$ cat config.mk
export PLATFORM = sky130hd
export DESIGN_NAME = output_sync_supervisor
export DESIGN_NICKNAME = d
export VERILOG_FILES = /design/src/output_sync_supervisor.v /design/src/peak_tracker.v /design/src/sat_event_counter.v
export VERILOG_INCLUDE_DIRS = /design/src
export SDC_FILE = /design/constraint.sdc
export NUM_CORES = 2
export LEC_CHECK = 0
export CORE_MARGIN = 2
export CORE_UTILIZATION = 40
export DETAILED_ROUTE_END_ITERATION = 8
export DONT_BUFFER_PORTS = 1
export PLACE_DENSITY = 0.53
export SETUP_SLACK_MARGIN = 0.5
export SYNTH_ARGS = -nofsm -noshare
export SYNTH_HDL_FRONTEND = slang
export SYNTH_SLANG_ARGS = --single-unit
$ cat constraint.sdc
create_clock -name core_clk -period 60.7 [get_ports core_clk]
set_clock_uncertainty 0.15 [all_clocks]
set_input_delay 12.14 -clock core_clk [delete_from_list [all_inputs] [get_ports core_clk]]
set_output_delay 12.14 -clock core_clk [all_outputs]
set_load 0.01 [all_outputs]
$ cat src/sync_supervisor_consts.vh
`ifndef SYNC_SUPERVISOR_CONSTS_VH
`define SYNC_SUPERVISOR_CONSTS_VH
// ==========================================
// Clock period in nanoseconds (200 MHz)
`define CLK_PERIOD_NS 32'h0000_0005
// ==========================================
// Entry sub-indices
`define SUB_ENTRY_COUNT 8'h00
`define SUB_SYNC_MODE 8'h01
`define SUB_CYCLE_PERIOD 8'h02
`define SUB_SHIFT_DELAY 8'h03
`define SUB_MODES_SUPPORTED 8'h04
`define SUB_MIN_CYCLE 8'h05
`define SUB_SPACING_MIN 8'h06
`define SUB_IN_SAMPLE_MIN 8'h07
`define SUB_COMMAND 8'h08
`define SUB_DELAY_MAX 8'h09
`define SUB_MISSED_CNT 8'h0b
`define SUB_OVERRUN_CNT 8'h0c
`define SUB_SHORT_CNT 8'h0d
`define SUB_LATE_FLAG 8'h20
// ==========================================
// Reset and fixed values
`define RST_ENTRY_COUNT 8'h20
`define RST_SYNC_MODE 16'h0001
`define RST_CYCLE_PERIOD 32'h000f_4240
`define VAL_MODES_SUPPORTED 16'hc807
`define RST_MIN_CYCLE 32'h0001_86a0
`define RST_COMMAND 16'h0000
// ==========================================
// Mode and command codes
`define MODE_FREE_RUN 16'h0000
`define MODE_SM2 16'h0001
`define MODE_DC_SYNC0 16'h0002
`define MODE_DC_SYNC1 16'h0003
`define CMD_STOP 16'h0000
`define CMD_START 16'h0001
// ==========================================
// Input pin indices
`define PIN_SM2 0
`define PIN_SYNC0 1
`define PIN_SYNC1 2
`define PIN_OUT_DRV 3
`define PIN_IN_SMP 4
`define PIN_IN_AVL 5
`define PIN_COUNT 6
`endif

$ cat src/output_sync_supervisor.v
`timescale 1ns/10ps
`include "sync_supervisor_consts.vh"
module output_sync_supervisor #(
	parameter CNT_WIDTH = 16,
	parameter MIN_SPACING_NS = 32'h0000_0000
) (
	// Clock and reset
	input wire core_clk,
	input wire sys_rst,
	// Entry access port
	input wire od_req,
	input wire od_write,
	input wire [7:0] od_sub,
	input wire [31:0] od_wdata,
	output reg od_ack_ff,
	output reg od_err_ff,
	output reg [31:0] od_rdata_ff,
	// Event pins from the fieldbus controller
	input wire sm2_evt_pin,
	input wire sync0_pin,
	input wire sync1_pin,
	input wire out_driven_pin,
	input wire in_sampled_pin,
	input wire in_avail_pin,
	input wire operational,
	// Status toward the rest of the device
	output wire local_cycle_start,
	output wire measuring,
	output wire [31:0] in_shift_max,
	output wire [31:0] in_calc_max,
	output wire [31:0] in_delay_max
);
	// ==========================================
	// Pin synchronisers
	wire [`PIN_COUNT-1:0] pin_raw; // Raw pin levels
	reg [`PIN_COUNT-1:0] sync1_ff; // First stage
	reg [`PIN_COUNT-1:0] sync2_ff; // Second stage
	reg [`PIN_COUNT-1:0] sync3_ff; // Third stage
	reg [`PIN_COUNT-1:0] level_ff; // Accepted level
	wire [`PIN_COUNT-1:0] rise; // One-cycle rising events
	reg op_s1_ff; // Operational sync stages
	reg op_s2_ff;
	reg op_s3_ff;
	reg op_ff; // Accepted operational level

	assign pin_raw = {in_avail_pin, in_sampled_pin, out_driven_pin, sync1_pin, sync0_pin, sm2_evt_pin};

	genvar gi;
	generate
		for (gi = 0; gi < `PIN_COUNT; gi = gi + 1) begin : g_pin
			// Accept a change once stages two and three agree
			always @(posedge core_clk or posedge sys_rst) begin
				if (sys_rst) begin
					sync1_ff[gi] <= 1'b0;
					sync2_ff[gi] <= 1'b0;
					sync3_ff[gi] <= 1'b0;
					level_ff[gi] <= 1'b0;
				end else begin
					sync1_ff[gi] <= pin_raw[gi];
					sync2_ff[gi] <= sync1_ff[gi];
					sync3_ff[gi] <= sync2_ff[gi];
					if (sync2_ff[gi] == sync3_ff[gi]) begin
						level_ff[gi] <= sync3_ff[gi];
					end
				end
			end
			assign rise[gi] = (sync2_ff[gi] == sync3_ff[gi]) && sync3_ff[gi] && !level_ff[gi];
		end
	endgenerate

	// Operational level synchroniser
	always @(posedge core_clk or posedge sys_rst) begin
		if (sys_rst) begin
			op_s1_ff <= 1'b0;
			op_s2_ff <= 1'b0;
			op_s3_ff <= 1'b0;
			op_ff <= 1'b0;
		end else begin
			op_s1_ff <= operational;
			op_s2_ff <= op_s1_ff;
			op_s3_ff <= op_s2_ff;
			if (op_s2_ff == op_s3_ff) begin
				op_ff <= op_s3_ff;
			end
		end
	end

	wire sm2_evt = rise[`PIN_SM2];
	wire sync0_evt = rise[`PIN_SYNC0];
	wire sync1_evt = rise[`PIN_SYNC1];
	wire out_drv_evt = rise[`PIN_OUT_DRV];
	wire in_smp_evt = rise[`PIN_IN_SMP];
	wire in_avl_evt = rise[`PIN_IN_AVL];

	// ==========================================
	// Writable entries
	reg [15:0] sync_mode_ff; // Selected sync mode
	reg [31:0] cycle_period_ff; // Cycle period in ns
	reg [15:0] command_ff; // Measurement command
	wire dc_mode; // Distributed-clock mode active
	wire map_hit; // Sub-index exists
	wire ro_hit; // Sub-index is read-only
	wire start_cmd; // Command write of start
	wire wr_ok; // Accepted write

	assign dc_mode = (sync_mode_ff == `MODE_DC_SYNC0) || (sync_mode_ff == `MODE_DC_SYNC1);
	assign map_hit = (od_sub <= `SUB_DELAY_MAX) || (od_sub == `SUB_MISSED_CNT) ||
		(od_sub == `SUB_OVERRUN_CNT) || (od_sub == `SUB_SHORT_CNT) || (od_sub == `SUB_LATE_FLAG);
	assign ro_hit = !((od_sub == `SUB_SYNC_MODE) || (od_sub == `SUB_CYCLE_PERIOD) ||
		(od_sub == `SUB_COMMAND));
	assign wr_ok = od_req && od_write && map_hit && !ro_hit &&
		!((od_sub == `SUB_SYNC_MODE) && (od_wdata[15:0] > `MODE_DC_SYNC1)) &&
		!((od_sub == `SUB_COMMAND) && (od_wdata[15:0] > `CMD_START));
	assign start_cmd = wr_ok && (od_sub == `SUB_COMMAND) && (od_wdata[15:0] == `CMD_START) &&
		(command_ff != `CMD_START);
	assign measuring = (command_ff == `CMD_START);

	// Entry writes; illegal codes are refused
	always @(posedge core_clk or posedge sys_rst) begin
		if (sys_rst) begin
			sync_mode_ff <= `RST_SYNC_MODE;
			cycle_period_ff <= `RST_CYCLE_PERIOD;
			command_ff <= `RST_COMMAND;
		end else if (wr_ok) begin
			if (od_sub == `SUB_SYNC_MODE) begin
				sync_mode_ff <= od_wdata[15:0];
			end
			if (od_sub == `SUB_CYCLE_PERIOD) begin
				cycle_period_ff <= od_wdata;
			end
			if (od_sub == `SUB_COMMAND) begin
				command_ff <= od_wdata[15:0];
			end
		end
	end

	// ==========================================
	// Time keeping in nanoseconds
	reg [31:0] local_ns_ff; // Free-run timer
	reg [31:0] since_s0_ff; // Time since SYNC0
	reg [31:0] since_s1_ff; // Time since SYNC1
	reg [31:0] since_smp_ff; // Time since inputs sampled
	reg [31:0] since_cyc_ff; // Time since cycle start
	wire free_tick; // Local timer wrap
	reg cyc_start; // Cycle start for selected mode

	assign free_tick = (local_ns_ff + `CLK_PERIOD_NS) >= cycle_period_ff;

	// Cycle start source per mode
	always @* begin
		case (sync_mode_ff)
			`MODE_FREE_RUN: cyc_start = free_tick;
			`MODE_SM2: cyc_start = sm2_evt;
			`MODE_DC_SYNC0: cyc_start = sync0_evt;
			`MODE_DC_SYNC1: cyc_start = sync1_evt;
			default: cyc_start = 1'b0;
		endcase
	end
	assign local_cycle_start = cyc_start;

	// Free-run timer wraps at the cycle period; elapsed-time counters hold at their top value
	always @(posedge core_clk or posedge sys_rst) begin
		if (sys_rst) begin
			local_ns_ff <= 32'h0000_0000;
			since_s0_ff <= 32'h0000_0000;
			since_s1_ff <= 32'h0000_0000;
			since_smp_ff <= 32'h0000_0000;
			since_cyc_ff <= 32'h0000_0000;
		end else begin
			local_ns_ff <= free_tick ? 32'h0000_0000 : local_ns_ff + `CLK_PERIOD_NS;
			since_s0_ff <= sync0_evt ? 32'h0000_0000 : sat_add(since_s0_ff);
			since_s1_ff <= sync1_evt ? 32'h0000_0000 : sat_add(since_s1_ff);
			since_smp_ff <= in_smp_evt ? 32'h0000_0000 : sat_add(since_smp_ff);
			since_cyc_ff <= cyc_start ? 32'h0000_0000 : sat_add(since_cyc_ff);
		end
	end

	// Add one clock period without wrapping
	function [31:0] sat_add;
		input [31:0] val;
		begin
			sat_add = (val > (32'hffff_ffff - `CLK_PERIOD_NS)) ? 32'hffff_ffff : val + `CLK_PERIOD_NS;
		end
	endfunction

	// ==========================================
	// Per-cycle bookkeeping
	reg sm2_seen_ff; // SM2 event since last SYNC0
	reg out_done_ff; // Outputs driven this cycle
	reg late_ff; // Outputs late in last cycle
	wire missed_evt;
	wire overrun_evt;
	wire short_evt;

	// SYNC0 without a prior SM event
	assign missed_evt = dc_mode && op_ff && sync0_evt && !sm2_seen_ff;
	assign overrun_evt = op_ff && cyc_start &&
		(!out_done_ff || ((since_cyc_ff + `CLK_PERIOD_NS) < `RST_MIN_CYCLE));
	assign short_evt = dc_mode && sync1_evt && (since_s0_ff < MIN_SPACING_NS);

	// Event bookkeeping; a new event wins over the clear at SYNC0 or at cycle start
	always @(posedge core_clk or posedge sys_rst) begin
		if (sys_rst) begin
			sm2_seen_ff <= 1'b0;
			out_done_ff <= 1'b1;
			late_ff <= 1'b0;
		end else begin
			if (sm2_evt) begin
				sm2_seen_ff <= 1'b1;
			end else if (sync0_evt) begin
				sm2_seen_ff <= 1'b0;
			end
			if (out_drv_evt) begin
				out_done_ff <= 1'b1;
			end else if (cyc_start) begin
				out_done_ff <= 1'b0;
			end
			if (!dc_mode) begin
				late_ff <= 1'b0;
			end else if (cyc_start) begin
				late_ff <= !out_done_ff;
			end
		end
	end

	wire [CNT_WIDTH-1:0] missed_cnt; // Missed SM events
	wire [CNT_WIDTH-1:0] overrun_cnt; // Cycle overruns
	wire [CNT_WIDTH-1:0] short_cnt; // Short sync spacings
	sat_event_counter #(.WIDTH(CNT_WIDTH)) u_missed (.core_clk(core_clk), .sys_rst(sys_rst),
		.event_pulse(missed_evt), .count_ff(missed_cnt));
	sat_event_counter #(.WIDTH(CNT_WIDTH)) u_overrun (.core_clk(core_clk), .sys_rst(sys_rst),
		.event_pulse(overrun_evt), .count_ff(overrun_cnt));
	sat_event_counter #(.WIDTH(CNT_WIDTH)) u_short (.core_clk(core_clk), .sys_rst(sys_rst),
		.event_pulse(short_evt), .count_ff(short_cnt));

	// ==========================================
	// Measurement of peak timing values
	wire [31:0] shift_max; // SYNC0 to outputs
	wire [31:0] cycle_max; // Cycle length
	wire [31:0] spacing_max; // SYNC0 to SYNC1
	wire [31:0] delay_max; // SYNC1 to outputs
	reg min_cyc_clr_ff; // Minimum cycle shows measured value

	// Peak trackers, one per measured interval
	peak_tracker u_shift (.core_clk(core_clk), .sys_rst(sys_rst), .clear(start_cmd), .enable(measuring),
		.sample_vld(out_drv_evt), .sample(since_s0_ff), .peak_ff(shift_max));
	peak_tracker u_cycle (.core_clk(core_clk), .sys_rst(sys_rst), .clear(start_cmd), .enable(measuring),
		.sample_vld(cyc_start), .sample(since_cyc_ff), .peak_ff(cycle_max));
	peak_tracker u_space (.core_clk(core_clk), .sys_rst(sys_rst), .clear(start_cmd), .enable(measuring),
		.sample_vld(sync1_evt), .sample(since_s0_ff), .peak_ff(spacing_max));
	peak_tracker u_delay (.core_clk(core_clk), .sys_rst(sys_rst), .clear(start_cmd), .enable(measuring),
		.sample_vld(out_drv_evt), .sample(since_s1_ff), .peak_ff(delay_max));
	peak_tracker u_ishift (.core_clk(core_clk), .sys_rst(sys_rst), .clear(start_cmd), .enable(measuring),
		.sample_vld(in_smp_evt), .sample(since_s0_ff), .peak_ff(in_shift_max));
	peak_tracker u_icalc (.core_clk(core_clk), .sys_rst(sys_rst), .clear(start_cmd), .enable(measuring),
		.sample_vld(in_avl_evt), .sample(since_smp_ff), .peak_ff(in_calc_max));
	peak_tracker u_idelay (.core_clk(core_clk), .sys_rst(sys_rst), .clear(start_cmd), .enable(measuring),
		.sample_vld(in_smp_evt), .sample(since_s1_ff), .peak_ff(in_delay_max));

	// Minimum cycle shows the fixed figure until a measurement starts
	always @(posedge core_clk or posedge sys_rst) begin
		if (sys_rst) begin
			min_cyc_clr_ff <= 1'b0;
		end else if (start_cmd) begin
			min_cyc_clr_ff <= 1'b1;
		end
	end

	// ==========================================
	// Entry read mux and answer
	reg [31:0] nxt_rdata;
	always @* begin
		nxt_rdata = 32'h0000_0000;
		case (od_sub)
			`SUB_ENTRY_COUNT: nxt_rdata = {24'h00_0000, `RST_ENTRY_COUNT};
			`SUB_SYNC_MODE: nxt_rdata = {16'h0000, sync_mode_ff};
			`SUB_CYCLE_PERIOD: nxt_rdata = cycle_period_ff;
			`SUB_SHIFT_DELAY: nxt_rdata = dc_mode ? shift_max : 32'h0000_0000;
			`SUB_MODES_SUPPORTED: nxt_rdata = {16'h0000, `VAL_MODES_SUPPORTED};
			`SUB_MIN_CYCLE: nxt_rdata = min_cyc_clr_ff ? cycle_max : `RST_MIN_CYCLE;
			`SUB_SPACING_MIN: nxt_rdata = dc_mode ? spacing_max : 32'h0000_0000;
			`SUB_IN_SAMPLE_MIN: nxt_rdata = dc_mode ? in_delay_max : 32'h0000_0000;
			`SUB_COMMAND: nxt_rdata = {16'h0000, command_ff};
			`SUB_DELAY_MAX: nxt_rdata = dc_mode ? delay_max : 32'h0000_0000;
			`SUB_MISSED_CNT: nxt_rdata = {{(32-CNT_WIDTH){1'b0}}, missed_cnt};
			`SUB_OVERRUN_CNT: nxt_rdata = {{(32-CNT_WIDTH){1'b0}}, overrun_cnt};
			`SUB_SHORT_CNT: nxt_rdata = {{(32-CNT_WIDTH){1'b0}}, short_cnt};
			`SUB_LATE_FLAG: nxt_rdata = {31'h0000_0000, late_ff};
			default: nxt_rdata = 32'h0000_0000;
		endcase
	end

	// Answer one cycle after each request
	always @(posedge core_clk or posedge sys_rst) begin
		if (sys_rst) begin
			od_ack_ff <= 1'b0;
			od_err_ff <= 1'b0;
			od_rdata_ff <= 32'h0000_0000;
		end else begin
			od_ack_ff <= od_req;
			od_err_ff <= od_req && !(od_write ? wr_ok : map_hit);
			if (od_req && !od_write) begin
				od_rdata_ff <= nxt_rdata;
			end
		end
	end
endmodule

$ cat src/peak_tracker.v
`timescale 1ns/10ps
// ==========================================
// Peak tracker: holds the largest sample seen
module peak_tracker #(
	parameter WIDTH = 32
) (
	// Clock and reset
	input wire core_clk,
	input wire sys_rst,
	// Control
	input wire clear,
	input wire enable,
	// Sample
	input wire sample_vld,
	input wire [WIDTH-1:0] sample,
	// Result
	output reg [WIDTH-1:0] peak_ff
);
	// Clear wins over a sample in the same cycle
	always @(posedge core_clk or posedge sys_rst) begin
		if (sys_rst) begin
			peak_ff <= {WIDTH{1'b0}};
		end else if (clear) begin
			peak_ff <= {WIDTH{1'b0}};
		end else if (enable && sample_vld && (sample > peak_ff)) begin
			peak_ff <= sample;
		end
	end
endmodule

$ cat src/sat_event_counter.v
`timescale 1ns/10ps
// ==========================================
// Saturating event counter
module sat_event_counter #(
	parameter WIDTH = 16
) (
	// Clock and reset
	input wire core_clk,
	input wire sys_rst,
	// Event
	input wire event_pulse,
	// Count
	output reg [WIDTH-1:0] count_ff
);
	// Sticks at all ones instead of wrapping
	always @(posedge core_clk or posedge sys_rst) begin
		if (sys_rst) begin
			count_ff <= {WIDTH{1'b0}};
		end else if (event_pulse && (count_ff != {WIDTH{1'b1}})) begin
			count_ff <= count_ff + {{(WIDTH-1){1'b0}}, 1'b1};
		end
	end
endmodule

==> results.yml <==
synth:
  synth_top_area_cell: "dfrtp_1"
  yosys_most_used_dff: "dfrtp_1"
  synth_top_area_share_pct: 41.68
  avgSynthCellArea_um2: 9.493
  synth.top_cells.by_area: "dfrtp_1 (42%), ha_1 (11%), a21oi_1 (4.4%)"
  synth_cells: 3396
  synth_cell_types: 75
  async_reset_ff_share_pct: 100.0
  syn-num-nets: 3720
  ys_seq_area_share_pct: 42.42
  synth_edf_count: 0
  yosys_warnings: 0
  synth_seq_cells: 546
  synth_area_um2: 32240
global_routing:
  grt_max_degree: 164
  grt_pass1_vias: 25100
  grt_usage_pct: 23.95
  gr-total-overflow: 0
  grt_pass1_wl_um: 153500
  antenna_found_initial: 6
cells_and_area:
  regArea_um2: 13670
  multi_input_area_um2: 16830
  final_cell_mix: "dfrtp_1 (537), inv_1 (292), a21oi_1 (285)"
  fill_cells: 7727
  nNetsFinal: 3645
  area_growth_pct: 10.67
  drive_above_1_share_pct: 8.183
  layout_commonest_cell: "dfrtp_1"
drt:
  vias: 25340
  drc: 0
  viasPerCell: 5.713
  dr.pass1.iters: 8
  wire_per_inst_um: 22.45
  postRouteAntennaNets: 0
  drt_iter0_drc: 2216
  wl_um: 99600
floorplanning:
  start_util_pct: 40.22
  ios: 183
  core_um2: 80160
  design.die.area_um2: 82880
  row_count: 104
  die_y_um: 287.9
  die_w_um: 287.9
setup_path:
  critPathMaxFanout: 33
  worstSetupPathType: "flip-flop to output pin"
  slowest_delay_ps: 720
  cp_slowest_cell: "nor4_1"
  critPathRequiredTime_ps: 48410
  crit_path_end_kind: "output pin"
  worstPathArrival_ps: 4790
  crit_chain: "a21oi_1, nor4_1, and4_1, nand2_1, nor3_1, nand3_1, xnor2_1, ha_1, nand4_1, nor4_1, a21o_1, a21oi_1, nor2b_2, buf_4"
  cp-start-kind: "flip-flop"
run_status:
  status: "completed"
clocking:
  cts-root-buf: "clkbuf_16"
  clkLatencyLatePin_ps: 630
  cts_resized: 0
  cts_setup_buffers: 0
  cts_buffers: 68
  clk_pin_slew_worst_paths_ps: 50
  clock_sinks: 546
  cts_hold_buf: 0
  cts_buffer_depth: 3
  cts_tree: "done"
  htree_levels: 3
timing:
  slew_violations: 0
  post-route-min-period_ps: 17080
  setup_viol: 0
  finalHoldViolCount: 0
  fin_hold_ws_ps: 196.4
  fin_crit_sh_pct: 28.14
  fmax_ghz: 0.05853
  relSlewSlack_pct: 15.32
  rsz0062_at_grt: "false"
  fin_tns_setup_ps: 0
  worstMarginPinSlew_ps: 1266
placed_design:
  dp_hpwl_um: 73840
  port-buffer-count: 0
  place_congestion: 0.9043
power_and_ir_drop:
  leakage_nw: 17.61
  power.density_nw_per_um2: 26.41
  irDropWorstVdd_uv: 19.35
hold_path:
  hold_path_class: "flip-flop to flip-flop"
job:
  maxCapViolCount: 0
-- path summary, 6_finish.rpt --
path / startpoint / slack, ps / end / depth (start not counted)
setup / recovery: local_ns_ff[0] / 43620 / local_cycle_start / 14
hold / removal: sync1_ff[5] / 200 / sync2_ff[5] / 0
setup reg to reg: local_ns_ff[0] / 55470 / u_cycle.peak_ff[11] / 16
hold reg to reg: sync1_ff[5] / 200 / sync2_ff[5] / 0
max in group asynchronous: sys_rst / 46590 / sync3_ff[4] / 3
min in group asynchronous: sys_rst / 11350 / u_idelay.peak_ff[7] / 1
-- power by group --
group / total, W / switching [W] / internal [W]
clock network: 0.000437 / 0.000169 / 0.000268
logic: 0.000102 / 0.0000640 / 0.0000375
registers: 0.000404 / 0.0000261 / 0.000378
total: 0.000942 / 0.000259 / 0.000683
-- worst max-delay path: cells and delay by family, from the launching register on --
kind | cells | cell delay, ps
and+or+nand+nor | 8 | 2460
AOI/OAI and AO/OA | 3 | 440
DFF | 1 | 410
buffers and inverters | 1 | 360
adders and majority gates | 1 | 310
xor gates and xnor gates | 1 | 160
-- cells in the mapped netlist (all sizes together) (14+ instances only) --
library cell  count
nand2           247
o21ai            93
dfrtp           537
nor2            195
nand4            94
or3              18
and2             53
nor4             37
nor3             45
o21a             19
a222oi           15
nor2b            38
and3             34
o31ai            44
and4             14
ha              273
o211ai           70
xnor2            82
clkbuf          150
a21o             73
nand3           161
a221oi           23
a21oi           286
inv             293
buf              35
mux2i           109
a22oi            85
mux2             79
xor2             84
-- layout make-up --
cell class	count	share of cell area [%]
Antenna cell	3	0.02104
Clock buffer	105	5.836
Clock inverter	17	0.9364
Inverter	293	3.104
Multi-Input combinational cell	2372	47.18
Sequential cell	546	38.33
Tap cell	1060	3.717
Timing Repair Buffer	40	0.8768
-- through the flow --
stage / power (W) / instances / cell area (um^2) / setup slack [ps] / utilization, %
after floorplan: 0.0004777 / 3396 / 32240 / 33160 / -
after global placement: 0.0005093 / 4311 / 33250 / 44320 / 41.49
after detailed placement: 0.0005125 / 4311 / 33250 / 44250 / 41.49
after CTS: 0.0009530 / 4433 / 35670 / 43530 / 44.50
after global routing: 0.0009818 / 4434 / 35670 / 43190 / 44.50
final: 0.0009424 / 4436 / 35680 / 43620 / 44.51
-- metal layers --
metal / track usage (%) / wire, um / part of all wire, % / vias up
met2: 37.24 / 44380 / 45 / 686
met3: 4.461 / 5750 / 5.8 / 175
met1: 32.87 / 45170 / 45 / 12530
met4: 9.637 / 4252 / 4.3 / 8
li1: - / - / - / 11940
met5: 0 / 47 / 0.047 / -
-- logic make-up after synthesis --
| family | synth area share, % |
|---|---|
| and+or+nand+nor | 15.40 |
| AOI/OAI and AO/OA | 15.21 |
| DFF | 42.42 |
| buffers and inverters | 5.686 |
| adders and majority gates | 10.63 |
| muxes | 6.144 |
| xor gates and xnor gates | 4.510 |
Note: power is estimated with default switching activity, not from simulation.
